`config.mk`:
```
export PLATFORM = sky130hd
export DESIGN_NAME = aoa_alarm_status
export DESIGN_NICKNAME = d
export VERILOG_FILES = /design/src/shared/aoa_pkg.sv /design/src/shared/aoa_pin_if.sv /design/src/logic/aoa_pin_sync.sv /design/src/logic/aoa_alarm_status.sv
export VERILOG_INCLUDE_DIRS = /design/src /design/src/shared
export SDC_FILE = /design/constraint.sdc
export NUM_CORES = 1
export LEC_CHECK = 0
export ABC_CLOCK_PERIOD_IN_PS = 6400
export BUFFER_PORTS_ARGS = -buffer_cell sky130_fd_sc_hd__clkbuf_2
export CORE_ASPECT_RATIO = 1.75
export CORE_MARGIN = 2
export CORE_UTILIZATION = 30
export DETAILED_ROUTE_END_ITERATION = 7
export GPL_ROUTABILITY_DRIVEN = 0
export HOLD_SLACK_MARGIN = 0.08
export PLACE_DENSITY = 0.53
export SYNTH_ARGS = -nofsm -noshare
export SYNTH_HDL_FRONTEND = slang
export SYNTH_SLANG_ARGS = --single-unit
```
`constraint.sdc`:
```
create_clock -name clk -period 6.4 [get_ports clk]
set_input_delay 1.28 -clock clk [delete_from_list [all_inputs] [get_ports clk]]
set_output_delay 1.28 -clock clk [all_outputs]
set_load 0.1 [all_outputs]
```
`src/shared/aoa_defs.svh`:
```
// constants of the analog output alarm and status block
`ifndef AOA_DEFS_SVH
`define AOA_DEFS_SVH

`define AOA_CLK_HZ          50000000
`define AOA_FLASH_HALF_MS   250
`define AOA_MONITOR_MS      100
`define AOA_RESTART_CYCLES  16

// refreshed I/O area: base = 2000 + 10 * unit number
`define AOA_AREA_BASE       16'h07D0
`define AOA_AREA_STRIDE     16'h000A
`define AOA_AREA_WORDS      16'h000A
`define AOA_OFS_SELECT      16'h0000
`define AOA_OFS_CONTROL     16'h0001
`define AOA_OFS_STATUS      16'h0009
`define AOA_UNIT_MAX        7'h5F

// status word fields
`define AOA_BIT_RANGE_LO    0
`define AOA_BIT_CFG_ERR     10
`define AOA_BIT_OUTNUM_ERR  13
`define AOA_BIT_NV_FAIL     14
`define AOA_BIT_ADJ_MODE    15
`define AOA_STATUS_RESET    16'h0000

// control word: store trigger
`define AOA_BIT_STORE       4

// adjustment output numbers 11..14
`define AOA_ADJ_NUM_MIN     8'h0B
`define AOA_ADJ_NUM_MAX     8'h0E

// stopped-conversion behaviour codes 0000..0002
`define AOA_STOP_CODE_MAX   16'h0002

`define AOA_ZERO_CODE       16'h0000
`define AOA_RANGE_MIN       16'h0000
`define AOA_RANGE_MAX       16'h0FA0

`endif

```
`src/shared/aoa_pkg.sv`:
```
// types of the analog output alarm and status block
package aoa_pkg;

   typedef enum logic [4:0]
   {
      ST_RESTART = 5'h01,
      ST_NORMAL  = 5'h02,
      ST_ADJUST  = 5'h04,
      ST_FROZEN  = 5'h08,
      ST_BADUNIT = 5'h10
   } aoa_state_type;

   typedef enum logic [1:0]
   {
      HM_PROGRAM = 2'h0,
      HM_MONITOR = 2'h1,
      HM_RUN     = 2'h2
   } aoa_hostmode_type;

endpackage : aoa_pkg

```
`src/shared/aoa_pin_if.sv`:
```
// pin group between the top and its input synchroniser
`timescale 1ns/1ps
`default_nettype none

interface aoa_pin_if #(parameter int WIDTH = 8);
   logic [WIDTH-1:0] raw;
   logic [WIDTH-1:0] clean;
   modport sync (input raw, output clean);
   modport user (output raw, input clean);
endinterface : aoa_pin_if

`default_nettype wire

```
`src/logic/aoa_pin_sync.sv`:
```
// three-stage pin synchroniser with agreement filter
`timescale 1ns/1ps
`default_nettype none

module aoa_pin_sync
   import aoa_pkg::*;
#(
   parameter int WIDTH = 8
)
(
   input  wire logic  clk,    // system clock
   input  wire logic  rstn,   // async reset, active low
   aoa_pin_if.sync    pins    // raw pins in, filtered out
);

   logic [WIDTH-1:0] stage1;
   logic [WIDTH-1:0] stage2;
   logic [WIDTH-1:0] stage3;

   always_ff @(posedge clk or negedge rstn)
   begin
      if (!rstn)
      begin
         stage1 <= '0;
         stage2 <= '0;
         stage3 <= '0;
      end
      else
      begin
         stage1 <= pins.raw;
         stage2 <= stage1;
         stage3 <= stage2;
      end
   end

   // a bit changes only once the last two stages agree
   always_ff @(posedge clk or negedge rstn)
   begin
      if (!rstn)
         pins.clean <= '0;
      else
      begin
         for (int i = 0; i < WIDTH; i++)
            if (stage2[i] == stage3[i])
               pins.clean[i] <= stage3[i];
      end
   end

endmodule : aoa_pin_sync

`default_nettype wire

```
`src/logic/aoa_alarm_status.sv`:
```
// alarm, indicator and status word logic of the analog output unit
`timescale 1ns/1ps
`default_nettype none
`include "aoa_defs.svh"

module aoa_alarm_status
   import aoa_pkg::*;
#(
   parameter int NUM_OUTPUTS    = 8,
   parameter int RESTART_CYCLES = `AOA_RESTART_CYCLES,
   parameter int FLASH_CYCLES   = (`AOA_CLK_HZ / 1000) * `AOA_FLASH_HALF_MS,
   parameter int MONITOR_CYCLES = (`AOA_CLK_HZ / 1000) * `AOA_MONITOR_MS
)
(
   input  wire logic                         clk,            // system clock
   input  wire logic                         rstn,           // async reset, active low
   input  wire logic [6:0]                   unitNumberPin,  // unit number switch, pin
   input  wire logic                         adjSwitchPin,   // adjustment mode switch, pin
   input  wire logic                         refreshRdEn,    // host refresh read strobe
   input  wire logic                         refreshWrEn,    // host refresh write strobe
   input  wire logic [15:0]                  refreshAddr,    // refreshed word address
   input  wire logic [15:0]                  refreshWrData,  // refreshed write data
   output logic [15:0]                       refreshRdData,  // refreshed read data
   output logic                              refreshRdValid, // read answer valid
   input  wire logic [1:0]                   hostMode,       // host program/monitor/run
   input  wire logic                         busFault,       // I/O bus error
   input  wire logic                         wdtFault,       // host watchdog timeout
   input  wire logic                         dupUnit,        // duplicate unit number seen
   input  wire logic                         restartBit,     // per-unit restart bit
   input  wire logic [15:0]                  stopBehaviour,  // setup stop behaviour code
   input  wire logic [NUM_OUTPUTS-1:0]       chanEnable,     // setup output-in-use mask
   input  wire logic [NUM_OUTPUTS-1:0][15:0] setValue,       // set values per output
   input  wire logic [NUM_OUTPUTS-1:0][15:0] holdValue,      // hold function values
   input  wire logic                         nvWriteFail,    // nonvolatile write failed
   output logic                              nvStore,        // start nonvolatile store
   output logic [NUM_OUTPUTS-1:0][15:0]      outValue,       // output codes to converters
   output logic                              runLed,         // operating indicator
   output logic                              unitFaultLed,   // unit error indicator
   output logic                              trimModeLed,    // adjusting indicator
   output logic                              hostFaultLed    // host error indicator
);

   // =======================================================
   // parameter checks
   // =======================================================
   if (NUM_OUTPUTS != 4 && NUM_OUTPUTS != 8)
   begin : g_bad_outputs
      $error("NUM_OUTPUTS must be 4 or 8");
   end
   if (RESTART_CYCLES < 4)
   begin : g_bad_restart
      $error("RESTART_CYCLES must cover the pin synchroniser");
   end
   if (FLASH_CYCLES < 1 || MONITOR_CYCLES < 2)
   begin : g_bad_counts
      $error("FLASH_CYCLES and MONITOR_CYCLES too small");
   end

   // =======================================================
   // functions
   // =======================================================
   function automatic logic [15:0] unitBase(input logic [6:0] unit);
      return `AOA_AREA_BASE + `AOA_AREA_STRIDE * {9'h000, unit};
   endfunction : unitBase

   function automatic logic adjNumberValid(input logic [7:0] num,
                                           input logic [NUM_OUTPUTS-1:0] used);
      logic [7:0] idx;
      idx = num - `AOA_ADJ_NUM_MIN;
      if (num < `AOA_ADJ_NUM_MIN || num > `AOA_ADJ_NUM_MAX)
         return 1'b0;
      return used[idx[1:0]];
   endfunction : adjNumberValid

   // =======================================================
   // pin synchroniser
   // =======================================================
   aoa_pin_if #(.WIDTH(8)) pinBus ();
   assign pinBus.raw = {adjSwitchPin, unitNumberPin};

   aoa_pin_sync #(.WIDTH(8)) u_pin_sync
   (
      .clk  (clk),
      .rstn (rstn),
      .pins (pinBus)
   );

   // =======================================================
   // state
   // =======================================================
   aoa_state_type        state;
   logic [6:0]           unitNumber;
   logic [15:0]          areaBase;
   logic [31:0]          restartCount;
   logic [31:0]          monitorCount;
   logic [31:0]          flashCount;
   logic                 flashPhase;
   logic                 restartPrev;
   logic                 restartFall;
   logic                 monitorLost;
   logic                 cfgErr;
   logic                 outNumErr;
   logic                 nvFail;
   logic [NUM_OUTPUTS-1:0] rangeErr;
   logic [7:0]           adjSelect;
   logic                 storePrev;
   logic                 storeRise;
   logic                 ownArea;
   logic                 hostConflict;
   logic                 unitBad;
   logic [15:0]          statusWord;

   assign restartFall  = restartPrev && !restartBit;
   assign areaBase     = unitBase(unitNumber);
   assign ownArea      = (refreshAddr >= areaBase) && (refreshAddr < areaBase + `AOA_AREA_WORDS);
   assign unitBad      = (pinBus.clean[6:0] > `AOA_UNIT_MAX) || dupUnit;
   assign hostConflict = (hostMode == HM_MONITOR) || (hostMode == HM_RUN);

   always_ff @(posedge clk or negedge rstn)
   begin
      if (!rstn)
         restartPrev <= 1'b0;
      else
         restartPrev <= restartBit;
   end

   // restart count runs only in the restart state
   always_ff @(posedge clk or negedge rstn)
   begin
      if (!rstn)
         restartCount <= '0;
      else if (restartFall || state != ST_RESTART)
         restartCount <= '0;
      else if (restartCount < RESTART_CYCLES - 1)
         restartCount <= restartCount + 32'h0000_0001;
   end

   always_ff @(posedge clk or negedge rstn)
   begin
      if (!rstn)
         state <= ST_RESTART;
      else if (restartFall)
         state <= ST_RESTART;
      else
      begin
         unique case (state)
            ST_RESTART:
               if (restartCount == RESTART_CYCLES - 1)
               begin
                  if (unitBad)
                     state <= ST_BADUNIT;
                  else if (pinBus.clean[7])
                     state <= ST_ADJUST;
                  else
                     state <= ST_NORMAL;
               end
            ST_NORMAL:
               if (dupUnit)
                  state <= ST_BADUNIT;
            ST_ADJUST:
               if (dupUnit)
                  state <= ST_BADUNIT;
               else if (hostConflict)
                  state <= ST_FROZEN;
            ST_FROZEN:
               state <= ST_FROZEN;
            ST_BADUNIT:
               state <= ST_BADUNIT;
         endcase
      end
   end

   // unit number and setup checks are taken once, at the end of a restart
   always_ff @(posedge clk or negedge rstn)
   begin
      if (!rstn)
      begin
         unitNumber <= 7'h00;
         cfgErr     <= 1'b0;
      end
      else if (state == ST_RESTART && restartCount == RESTART_CYCLES - 1)
      begin
         unitNumber <= pinBus.clean[6:0];
         cfgErr     <= (stopBehaviour > `AOA_STOP_CODE_MAX);
      end
   end

   // =======================================================
   // host refresh port
   // =======================================================
   always_ff @(posedge clk or negedge rstn)
   begin
      if (!rstn)
      begin
         adjSelect <= 8'h00;
         storePrev <= 1'b0;
      end
      else if (state == ST_RESTART)
      begin
         adjSelect <= 8'h00;
         storePrev <= 1'b0;
      end
      else if (refreshWrEn && ownArea)
      begin
         if (refreshAddr == areaBase + `AOA_OFS_SELECT)
            adjSelect <= refreshWrData[7:0];
         if (refreshAddr == areaBase + `AOA_OFS_CONTROL)
            storePrev <= refreshWrData[`AOA_BIT_STORE];
      end
   end

   assign storeRise = refreshWrEn && ownArea && (refreshAddr == areaBase + `AOA_OFS_CONTROL)
                      && refreshWrData[`AOA_BIT_STORE] && !storePrev;

   always_ff @(posedge clk or negedge rstn)
   begin
      if (!rstn)
         nvStore <= 1'b0;
      else
         nvStore <= storeRise && (state == ST_ADJUST) && !outNumErr;
   end

   always_ff @(posedge clk or negedge rstn)
   begin
      if (!rstn)
      begin
         refreshRdData  <= 16'h0000;
         refreshRdValid <= 1'b0;
      end
      else
      begin
         refreshRdValid <= refreshRdEn && ownArea && (state != ST_BADUNIT);
         if (refreshRdEn && ownArea && refreshAddr == areaBase + `AOA_OFS_STATUS)
            refreshRdData <= statusWord;
         else
            refreshRdData <= 16'h0000;
      end
   end

   // silence from the host beyond the monitoring period
   always_ff @(posedge clk or negedge rstn)
   begin
      if (!rstn)
         monitorCount <= '0;
      else if (state == ST_RESTART || ((refreshRdEn || refreshWrEn) && ownArea))
         monitorCount <= '0;
      else if (monitorCount < MONITOR_CYCLES)
         monitorCount <= monitorCount + 32'h0000_0001;
   end
   assign monitorLost = (monitorCount == MONITOR_CYCLES);

   // =======================================================
   // alarm flags
   // =======================================================
   always_ff @(posedge clk or negedge rstn)
   begin
      if (!rstn)
         rangeErr <= '0;
      else
      begin
         for (int i = 0; i < NUM_OUTPUTS; i++)
            rangeErr[i] <= (state == ST_NORMAL) && chanEnable[i]
                           && (setValue[i] < `AOA_RANGE_MIN || setValue[i] > `AOA_RANGE_MAX);
      end
   end

   always_ff @(posedge clk or negedge rstn)
   begin
      if (!rstn)
         outNumErr <= 1'b0;
      else
         outNumErr <= (state == ST_ADJUST) && !adjNumberValid(adjSelect, chanEnable);
   end

   // a failure in the same cycle as a retry trigger keeps the flag set
   always_ff @(posedge clk or negedge rstn)
   begin
      if (!rstn)
         nvFail <= 1'b0;
      else if (state != ST_ADJUST)
         nvFail <= 1'b0;
      else if (nvWriteFail)
         nvFail <= 1'b1;
      else if (storeRise)
         nvFail <= 1'b0;
   end

   always_comb
   begin
      statusWord = `AOA_STATUS_RESET;
      if (state == ST_FROZEN)
         statusWord[`AOA_BIT_ADJ_MODE] = 1'b1;
      else
      begin
         statusWord[`AOA_BIT_RANGE_LO +: NUM_OUTPUTS] = rangeErr;
         statusWord[`AOA_BIT_CFG_ERR]    = cfgErr;
         statusWord[`AOA_BIT_OUTNUM_ERR] = outNumErr;
         statusWord[`AOA_BIT_NV_FAIL]    = nvFail;
         statusWord[`AOA_BIT_ADJ_MODE]   = (state == ST_ADJUST);
      end
   end

   // =======================================================
   // output selection
   // =======================================================
   always_ff @(posedge clk or negedge rstn)
   begin
      if (!rstn)
         outValue <= '0;
      else
      begin
         for (int i = 0; i < NUM_OUTPUTS; i++)
         begin
            unique case (state)
               ST_RESTART, ST_BADUNIT:
                  outValue[i] <= `AOA_ZERO_CODE;
               ST_FROZEN:
                  outValue[i] <= outValue[i];
               ST_ADJUST:
                  if (outNumErr)
                     outValue[i] <= `AOA_ZERO_CODE;
                  else if (nvFail)
                     outValue[i] <= outValue[i];
                  else
                     outValue[i] <= setValue[i];
               ST_NORMAL:
                  if (cfgErr || !chanEnable[i])
                     outValue[i] <= `AOA_ZERO_CODE;
                  else if (monitorLost)
                     outValue[i] <= outValue[i];
                  else if (busFault || wdtFault)
                     outValue[i] <= holdValue[i];
                  else if (rangeErr[i])
                     outValue[i] <= holdValue[i];
                  else
                     outValue[i] <= setValue[i];
            endcase
         end
      end
   end

   // =======================================================
   // indicators
   // =======================================================
   always_ff @(posedge clk or negedge rstn)
   begin
      if (!rstn)
      begin
         flashCount <= '0;
         flashPhase <= 1'b0;
      end
      else if (state != ST_ADJUST && state != ST_FROZEN)
      begin
         flashCount <= '0;
         flashPhase <= 1'b0;
      end
      else if (flashCount == FLASH_CYCLES - 1)
      begin
         flashCount <= '0;
         flashPhase <= !flashPhase;
      end
      else
         flashCount <= flashCount + 32'h0000_0001;
   end

   always_ff @(posedge clk or negedge rstn)
   begin
      if (!rstn)
      begin
         runLed       <= 1'b0;
         unitFaultLed <= 1'b0;
         trimModeLed  <= 1'b0;
         hostFaultLed <= 1'b0;
      end
      else
      begin
         runLed       <= ((state == ST_NORMAL) && !cfgErr) || (state == ST_ADJUST);
         unitFaultLed <= (|statusWord[`AOA_BIT_NV_FAIL:0]) || (state == ST_FROZEN);
         trimModeLed  <= flashPhase;
         hostFaultLed <= (state == ST_BADUNIT)
                         || ((state != ST_RESTART) && (busFault || wdtFault || monitorLost));
      end
   end

endmodule : aoa_alarm_status

`default_nettype wire

```
Word-level counts from Yosys, hierarchy flattened
Index checks and enable logic that the tools add are counted.
W data, S select, Z words.
- bits in latches: 0
- register bits: 312
- bits in read-only memories: 0
- memories kept: 0
- word-level logic and storage cells: 296
- output and inout port bits: 150
- input port bits: 331
- memory bits (writable): 0
- shifts and indexed selects: 0
- equality and inequality tests: 37
- magnitude comparators: 25
- div/mod/pow operators: 0
- reductions and logical operators: 94
- multipliers: 1
- bitwise gates (word level): 1
- $add $sub $neg: 8
- muxes and demuxes: 91
- operator list (kind ; count):
    $mux W16 ; 49
    $pmux W16 S3 ; 8
    $mux W32 ; 6
    $gt A16 B12 Y1 const B ; 8
    $lt A16 B1 Y1 const B ; 8
    $add A32 B1 Y32 const B ; 3
    $logic_and A1 B1 Y1 ; 33
    $eq A16 B13 Y1 ; 2
    $eq A32 B23 Y1 const B ; 1
    $eq A32 B24 Y1 const B ; 1
    $eq A32 B4 Y1 const B ; 1
    $lt A32 B23 Y1 const B ; 1
    $lt A32 B4 Y1 const B ; 1
    $mux W8 ; 4
    $mux W5 ; 6
    $logic_or A1 B1 Y1 ; 27
    $reduce_and A3 Y1 ; 9
    $add A12 B4 Y13 const B ; 2
    $pmux W5 S5 ; 1
    $ne A3 B2 Y1 const B ; 8
    $eq A16 B12 Y1 ; 1
    $ge A16 B12 Y1 ; 1
    $gt A16 B2 Y1 const B ; 1
    $lt A16 B13 Y1 ; 1
    33 further kinds ; 74

Longest topological paths before layout
Gate-level depths: netlist (run 1).
- word-level depth: 12
- mapped depth: 19
- mapped depth without buffers: 18

Hierarchy
From an unflattened synthesis (run 1), not the netlist that was laid out.
- cell total of the unflattened synthesis: 1489
- area, all modules: 15067.0 um^2
- by module, submodules not included (module ; area each (um^2) ; instances ; cells an instance ; sequential area each (um^2)):
    aoa_alarm_status ; 14176.1 ; 1 ; 1449 ; 6907.9
    aoa_pin_sync ; 890.9 ; 1 ; 40 ; 800.8

Worst setup path before layout (run 1)
Ideal clock, no wire load.
- kind: flip-flop to flip-flop
- from: register unitNumber[3]
- to: register monitorCount[10]
- clock period less this slack: 4.820 ns
- slack: 1.580 ns
- buffers on the path: 1
- data arrival time: 4.699 ns
- required time: 6.279 ns
- stages on the path, launching flop included: 20
- setup time: 0.121 ns
- cell sequence: dfrtp_1 -> ha_1 -> ha_1 -> fa_1 -> xor2_2 -> a21oi_1 -> o221ai_1 -> xnor2_1 -> inv_1 -> or4_1 -> xnor2_1 -> ha_1 -> and3_1 -> nand3_1 -> a211oi_1 -> a311oi_1 -> o21ai_1 -> nand2_1 -> buf_2 -> nor2_1
- cells in the longest elaborated chain, start to end: 8
- elaborated cells between the ends (all ways): 10
- those cells by class: add/sub (2); mul (1); order compare (2); mux (1); reduce/logical (4)
- RTL lines (item ; RTL line ; text):
    start, declared ; aoa_alarm_status.sv:92 ; logic [6:0] unitNumber;
    start signal, assigned ; aoa_alarm_status.sv:183 ; unitNumber <= pinBus.clean[6:0];
    $mul A3 B7 Y10 (no source line) * ; - ;
    $add A11 B11 Y12 (no source line) * ; - ;
    $add A12 B4 Y13 (no source line) ; - ;
    $lt A16 B13 Y1 (no source line) ; - ;
    $logic_and A1 B1 Y1 * ; aoa_alarm_status.sv:115 ; assign ownArea = (refreshAddr >= areaBase) && (refreshAddr < areaBase + `AOA_AREA_WORDS);
    $logic_and A1 B1 Y1 * ; aoa_alarm_status.sv:245 ; else if (state == ST_RESTART || ((refreshRdEn || refreshWrEn) && ownArea))
    $logic_or A1 B1 Y1 * ; aoa_alarm_status.sv:245 ;
    $mux W32 or $reduce_bool A2 Y1 (tied branches) ; - ;
    end signal, assigned ; aoa_alarm_status.sv:248 ; monitorCount <= monitorCount + 32'h0000_0001;
    end, declared ; aoa_alarm_status.sv:95 ; logic [31:0] monitorCount;
Every way passes the cells marked *; elsewhere a longest branch is shown, timed or not.
A chain may end at the register's enable or synchronous reset.

Worst setup path after layout (run 1)
- from: register unitNumber[3]
- to: register monitorCount[1]
Same word-level chain as after synthesis.

==> results_dict.tcl, run 1 <==
set metrics [dict create \
    core_um2 48730 \
    nNetsFinal 2285 \
    cp_data_arrival_time_ns 6.26 \
    ys_types 73 \
    cts_setup_buffers 0 \
    slew_headroom_pct 14.76 \
    dieArea_um2 51190 \
    cts_tree "built" \
    ctsHoldBuffers 0 \
    placed_cells 2530 \
    fin_total_pwr_uw 4948 \
    synth_top_cell_by_area "dfrtp_1" \
    rows 107 \
    drt_iter0_drc 803 \
    avgSynthCellArea_um2 10.13 \
    synth_most_common_cell "dfrtp_1" \
    drive_gt1_share_pct 30.01 \
    clockRootBuffer "clkbuf_16" \
    cts_sinks 308 \
    synthesis.area_um2 14800 \
    portBuffers 468 \
    maxCapViolations 0 \
    p_leak_uw 0.009746 \
    peakVddDrop_uv 241.9 \
    path_class "reg -> reg" \
    ys_top_cells_by_count "dfrtp_1 (307), nor2_1 (231), a21oi_1 (162)" \
    clock_latency_ns 0.58 \
    antenna_found_initial 11 \
    post-dp-hpwl_mm 41.56 \
    crit_path_max_fanout 23 \
    timing.final.crit_share_pct 90.19 \
    final_util_pct 38.93 \
    fillers 4999 \
    vias 13430 \
    start_util_pct 30.37 \
    grt_pass1_wl_mm 80.69 \
    period_minus_slack_ns 5.772 \
    ys_ff_latch 308 \
    tns_ns 0 \
    grt_use_total_pct 20.52 \
    yosys-top-cells-area "dfrtp_1 (52%), a22oi_1 (6.5%), nor2_1 (5.9%)" \
    clock_tree.htree_level_count 1 \
    hold_depth 0 \
    crit_required_ns 6.89 \
    cts_resized 0 \
    syn-instance-count 1461 \
    endpoint_kind "register" \
    max_freq_mhz 173.2 \
    wirelength_mm 53.69 \
    synth_edf_count 0 \
    synth_seq_area_share_pct 52.09 \
    finalClockSkew_ns 0.01856 \
    regToRegSetupSlack_ns 0.63 \
    numCtsBuffers 31 \
    grt_max_degree 151 \
    hold_start "u_pin_sync.stage1[1]$_DFF_PN0_" \
    timing.rr.end "monitorCount[1]$_DFFE_PN0P_" \
    worst_pin_slew_ns 1.279 \
    rr_worst_depth 19 \
    rsz0062_at_grt "no" \
    synth-warning-count 0 \
    viasPerCell 5.176 \
    async_reset_ff_share_pct 100.0 \
    setup_viol 0 \
    ys.flop_type "dfrtp_1" \
    synth_top_cell_area_share_pct 51.91 \
    holdPathEnd "u_pin_sync.stage2[1]$_DFF_PN0_" \
    syn_to_final_growth_pct 28.18 \
    powerDensity_nw_per_um2 260.8 \
    grt-ovfl-total 0 \
    startpoint_type "register" \
    status "finished, final reports clean" \
    wire_per_inst_um 20.70 \
    grt_pass1_vias 13710 \
    dieHeight_um 297.8 \
    drc 0 \
    hold_viol 0 \
    r2r-start "unitNumber[3]$_DFFE_PN0P_" \
    chipWidth_um 171.9 \
    clock_path_buffers 3 \
    hold_path_class "reg -> reg" \
    fin_cells 2594 \
    maxSlewViolCount 0 \
    ant_nets 0 \
    first_pass_iters 6 \
    io_pins 481 \
    path_clk_slew_ns 0.07 \
]
## kinds of logic after synthesis
| kind of cell | synth area share (%) |
|---|---|
| AND/OR/NAND/NOR | 17.88 |
| other | 0.05075 |
| adder cells (fa/ha/maj) | 4.396 |
| multiplexers | 1.268 |
| buffers and inverters | 2.697 |
| XOR/XNOR | 4.954 |
| flip-flops | 52.09 |
| AO/OA/AOI/OAI | 16.66 |
## worst max-delay path by stage
stage,from,to,slack [ns],depth (start not counted)
3_3_place_gp,unitNumber[3]$_DFFE_PN0P_,monitorCount[1]$_DFFE_PN0P_,0.82,19
6_report,unitNumber[3]$_DFFE_PN0P_,monitorCount[1]$_DFFE_PN0P_,0.63,19
5_1_grt,unitNumber[3]$_DFFE_PN0P_,monitorCount[2]$_DFFE_PN0P_,0.05,17
3_5_place_dp,unitNumber[3]$_DFFE_PN0P_,monitorCount[1]$_DFFE_PN0P_,0.67,19
4_1_cts,unitNumber[3]$_DFFE_PN0P_,monitorCount[1]$_DFFE_PN0P_,0.65,19
2_1_floorplan,unitNumber[3]$_DFFE_PN0P_,monitorCount[10]$_DFFE_PN0P_,1.58,19
## final cells by class
type / instances / area (um^2) / share of cell area [%]
Sequential cell: 308 / 7709 / 40.64
Multi-Input combinational cell: 1062 / 6765 / 35.66
Timing Repair Buffer: 483 / 2477 / 13.06
Clock buffer: 40 / 869.6 / 4.584
Tap cell: 654 / 818.3 / 4.314
Clock inverter: 17 / 226.5 / 1.194
Inverter: 23 / 86.33 / 0.4551
Antenna cell: 7 / 17.52 / 0.09234
## layout by cell type (no fill, tap or decap), types with 24 or more instances in the layout
| cell type | instances |
|---|---|
| nor2_1 | 231 |
| a21oi_1 | 154 |
| a22oi_1 | 128 |
| nand2_1 | 61 |
| ha_1 | 44 |
| dfrtp_1 | 307 |
| clkbuf_2 | 467 |
| nor4_1 | 34 |
| nand3_1 | 28 |
| clkbuf_16 | 31 |
| xor2_1 | 44 |
| nand4_1 | 24 |
| and3_1 | 54 |
| xnor2_1 | 30 |
## stage by stage
stage	area, um^2	hold WS (ns)	setup WS (ns)
detailed placement	17860	0.3364	0.6739
CTS	18950	0.3480	0.6528
finish	18970	0.3422	0.6278
global placement	17860	0.3362	0.8207
global route	18960	0.3552	0.05045
floorplan	14810	0.3312	1.580
## where the power goes
group | leakage (uW) | total [uW] | internal [uW] | switching, uW
Sequential | 0.00419 | 2110 | 2030 | 74.1
Combinational | 0.00502 | 849 | 197 | 652
Clock | 0.000540 | 1990 | 1160 | 830
Total | 0.00975 | 4950 | 3390 | 1560
## registers in the layout, summed over array words and instances, names as in the netlist, 7 cells and up
name / flops
u_pin_sync.stage1: 8
rangeErr: 8
refreshRdData: 12
unitNumber: 7
u_pin_sync.stage2: 8
adjSelect: 8
flashCount: 32
outValue: 128
restartCount: 32
monitorCount: 32
u_pin_sync.pins.clean: 8
u_pin_sync.stage3: 8
## metal layers
metal / up-vias / GRT usage [%] / share of wire [%]
met3: 104 / 5.234 / 8.1
li1: 6221 / - / -
met4: 10 / 6.403 / 3.1
met1: 6563 / 24.30 / 38
met5: - / 0 / 0.13
met2: 528 / 36.00 / 51
## critical path: stages, from the launching register on
cell and delay [ns]:
dfrtp_1 0.41, ha_1 0.31, ha_1 0.25, fa_1 0.49, xor2_2 0.25, a21oi_1 0.14
o221ai_1 0.24, xnor2_1 0.44, inv_1 0.12, or4_1 0.56, xnor2_1 0.15, ha_1 0.27
and3_1 0.15, nand3_1 0.09, a211oi_1 0.27, a311oi_1 0.10, buf_4 0.18, o21ai_1 0.31
nand2_1 0.62, a21oi_1 0.30
No activity file was read; power rests on OpenSTA's default activity.
==> inputs of run 2 (changes only) <==
--- a/config.mk
+++ b/config.mk
@@ -6,7 +6,7 @@
 export SDC_FILE = /design/constraint.sdc
 export NUM_CORES = 1
 export LEC_CHECK = 0
-export ABC_CLOCK_PERIOD_IN_PS = 6400
+export ABC_CLOCK_PERIOD_IN_PS = 6600
 export BUFFER_PORTS_ARGS = -buffer_cell sky130_fd_sc_hd__clkbuf_2
 export CORE_ASPECT_RATIO = 1.75
 export CORE_MARGIN = 2
==> constraint.sdc (replaced) <==
create_clock -name clk -period 6.6 [get_ports clk]
set_input_delay 1.32 -clock clk [delete_from_list [all_inputs] [get_ports clk]]
set_output_delay 1.32 -clock clk [all_outputs]
set_load 0.1 [all_outputs]
==> results_dict.tcl, run 2 (synthesis results as in run 1) <==
set metrics [dict create \
    status "finished, final reports clean" \
    grt_use_total_pct 20.47 \
    grt_pass1_wl_mm 79.78 \
    slew_headroom_pct 13.88 \
    nNetsFinal 2288 \
    rows 107 \
    chipWidth_um 171.9 \
    timing.final.crit_share_pct 87.50 \
    tns_ns 0 \
    numCtsBuffers 34 \
    worst-path-buf-inv 2 \
    io_pins 481 \
    powerDensity_nw_per_um2 252.1 \
    crit_start "unitNumber[3]$_DFFE_PN0P_" \
    period_minus_slack_ns 5.775 \
    viasPerCell 5.157 \
    setup_viol 0 \
    first_pass_iters 7 \
    wl_met3_mm 4.300 \
    syn_to_final_growth_pct 28.19 \
    antenna_found_initial 12 \
    grt-ovfl-total 0 \
    regToRegSetupSlack_ns 0.82 \
    drt_iter0_drc 976 \
    core_um2 48730 \
    cts_sinks 308 \
    maxCapViolations 0 \
    drt-met1-wl_mm 20.39 \
    grt_max_degree 134 \
    post-place-ws_ns 0.8924 \
    clock_path_buffers 3 \
    clock_tree.htree_level_count 2 \
    start_util_pct 30.37 \
    maxSlewViolCount 0 \
    crit_required_ns 6.97 \
    top_layer_used "met5" \
    clockRootBuffer "clkbuf_16" \
    timing.rr.end "monitorCount[21]$_DFFE_PN0P_" \
    final_util_pct 38.93 \
    path_cells "ha_1, ha_1, fa_1, ha_1, nor2_1, o21ai_0, or2_2, mux2i_1, inv_1, ha_1, nand4_1, nor3_1, a211oi_1, a311oi_1, buf_4, o21ai_1, nand2_1, nor2_1" \
    fin_ws_ns 0.8247 \
    post-dp-hpwl_mm 41.38 \
    startpoint_type "register" \
    grt_pass1_vias 13520 \
    finalClockSkew_ns 0.01893 \
    crit_family "simple AND/OR/NAND/NOR gates" \
    clock_latency_ns 0.53 \
    critPathCapture "monitorCount[21]$_DFFE_PN0P_" \
    fin_total_pwr_uw 4783 \
    path_clk_slew_ns 0.07 \
    path_depth 18 \
    ctsHoldBuffers 0 \
    p_leak_uw 0.009753 \
    wire_per_inst_um 20.56 \
    hold_depth 0 \
    rr_worst_depth 18 \
    fillers 4987 \
    peakVddDrop_uv 189.1 \
    drc 0 \
    path_class "reg -> reg" \
    cp_slowest_cell "nand2_1" \
    layout_common_cells "clkbuf_2 (467), dfrtp_1 (307), nor2_1 (231)" \
    regMostFlops "outValue" \
    endpoint_kind "register" \
    cp_data_arrival_time_ns 6.14 \
    rsz0062_at_grt "no" \
    seqCellArea_um2 7709 \
    cp_common_cell "ha_1" \
    ant_nets 0 \
    dieHeight_um 297.8 \
    drive_gt1_share_pct 29.94 \
    final_common_cell "clkbuf_2" \
    dieArea_um2 51190 \
    largest_reg_flops 128 \
    portBuffers 468 \
    multi_input_area_um2 6765 \
    wl_met2_mm 27.11 \
    crit_path_max_fanout 23 \
    cts_tree "built" \
    hold_path_class "reg -> reg" \
    worst_pin_slew_ns 1.292 \
    hold_viol 0 \
    r2r-start "unitNumber[3]$_DFFE_PN0P_" \
    max_freq_mhz 173.2 \
    vias 13380 \
    wirelength_mm 53.35 \
    cts_resized 0 \
    cts_setup_buffers 0 \
    slowest_delay_ns 0.64 \
]
## run 2: changes by cell type in the layout (fill, tap and decap cells not counted), sizes merged
cell      before  now
bufinv         5    2
clkinvlp       2    1
inv           24   27
clkbuf       507  512
diode          7    4
## run 2: final cells by class
| type | instances | share of cell area [%] |
|---|---|---|
| Clock buffer | 45 | 4.914 |
| Multi-Input combinational cell | 1062 | 35.66 |
| Sequential cell | 308 | 40.63 |
| Tap cell | 654 | 4.313 |
| Timing Repair Buffer | 483 | 13.06 |
| Antenna cell | 4 | 0.05276 |
| Inverter | 23 | 0.4551 |
| Clock inverter | 16 | 0.9102 |
## run 2: worst min-delay path by stage
| stage | startpoint | end | slack [ns] |
|---|---|---|---|
| finish | u_pin_sync.stage1[0]$_DFF_PN0_ | u_pin_sync.stage2[0]$_DFF_PN0_ | 0.35 |
| global route | u_pin_sync.stage1[0]$_DFF_PN0_ | u_pin_sync.stage2[0]$_DFF_PN0_ | 0.36 |
| CTS | u_pin_sync.stage1[0]$_DFF_PN0_ | u_pin_sync.stage2[0]$_DFF_PN0_ | 0.35 |
| detailed placement | u_pin_sync.stage1[4]$_DFF_PN0_ | u_pin_sync.stage2[4]$_DFF_PN0_ | 0.34 |
| global placement | u_pin_sync.stage1[0]$_DFF_PN0_ | u_pin_sync.stage2[0]$_DFF_PN0_ | 0.34 |
| floorplan | u_pin_sync.stage1[0]$_DFF_PN0_ | u_pin_sync.stage2[0]$_DFF_PN0_ | 0.33 |
## run 2: worst register-to-register path: stages, from the launching register on
cell      delay [ns]
dfrtp_1         0.41
ha_1            0.31
ha_1            0.26
fa_1            0.54
ha_1            0.31
nor2_1          0.19
o21ai_0         0.17
or2_2           0.33
mux2i_1         0.20
inv_1           0.11
ha_1            0.30
nand4_1         0.18
nor3_1          0.58
a211oi_1        0.20
a311oi_1        0.32
buf_4           0.19
o21ai_1         0.21
nand2_1         0.65
nor2_1          0.15
## run 2: stage by stage
step / hold slack (ns) / cells / area, um^2
floorplan: 0.3312 / 1464 / 14810
global placement: 0.3385 / 2530 / 17860
detailed placement: 0.3410 / 2530 / 17860
CTS: 0.3500 / 2591 / 18960
global route: 0.3625 / 2593 / 18970
finish: 0.3482 / 2595 / 18970
## run 2: where the power goes
part / internal (uW) / switching, uW / total (uW)
Sequential: 1970 / 69.8 / 2040
Combinational: 191 / 632 / 823
Clock: 1090 / 825 / 1920
## run 2: layer usage
metal  GRT usage (%)  vias up
met5               0        -
met4           6.082       12
met3           5.752       91
met2           35.91      522
met1           24.04     6538
li1                -     6219
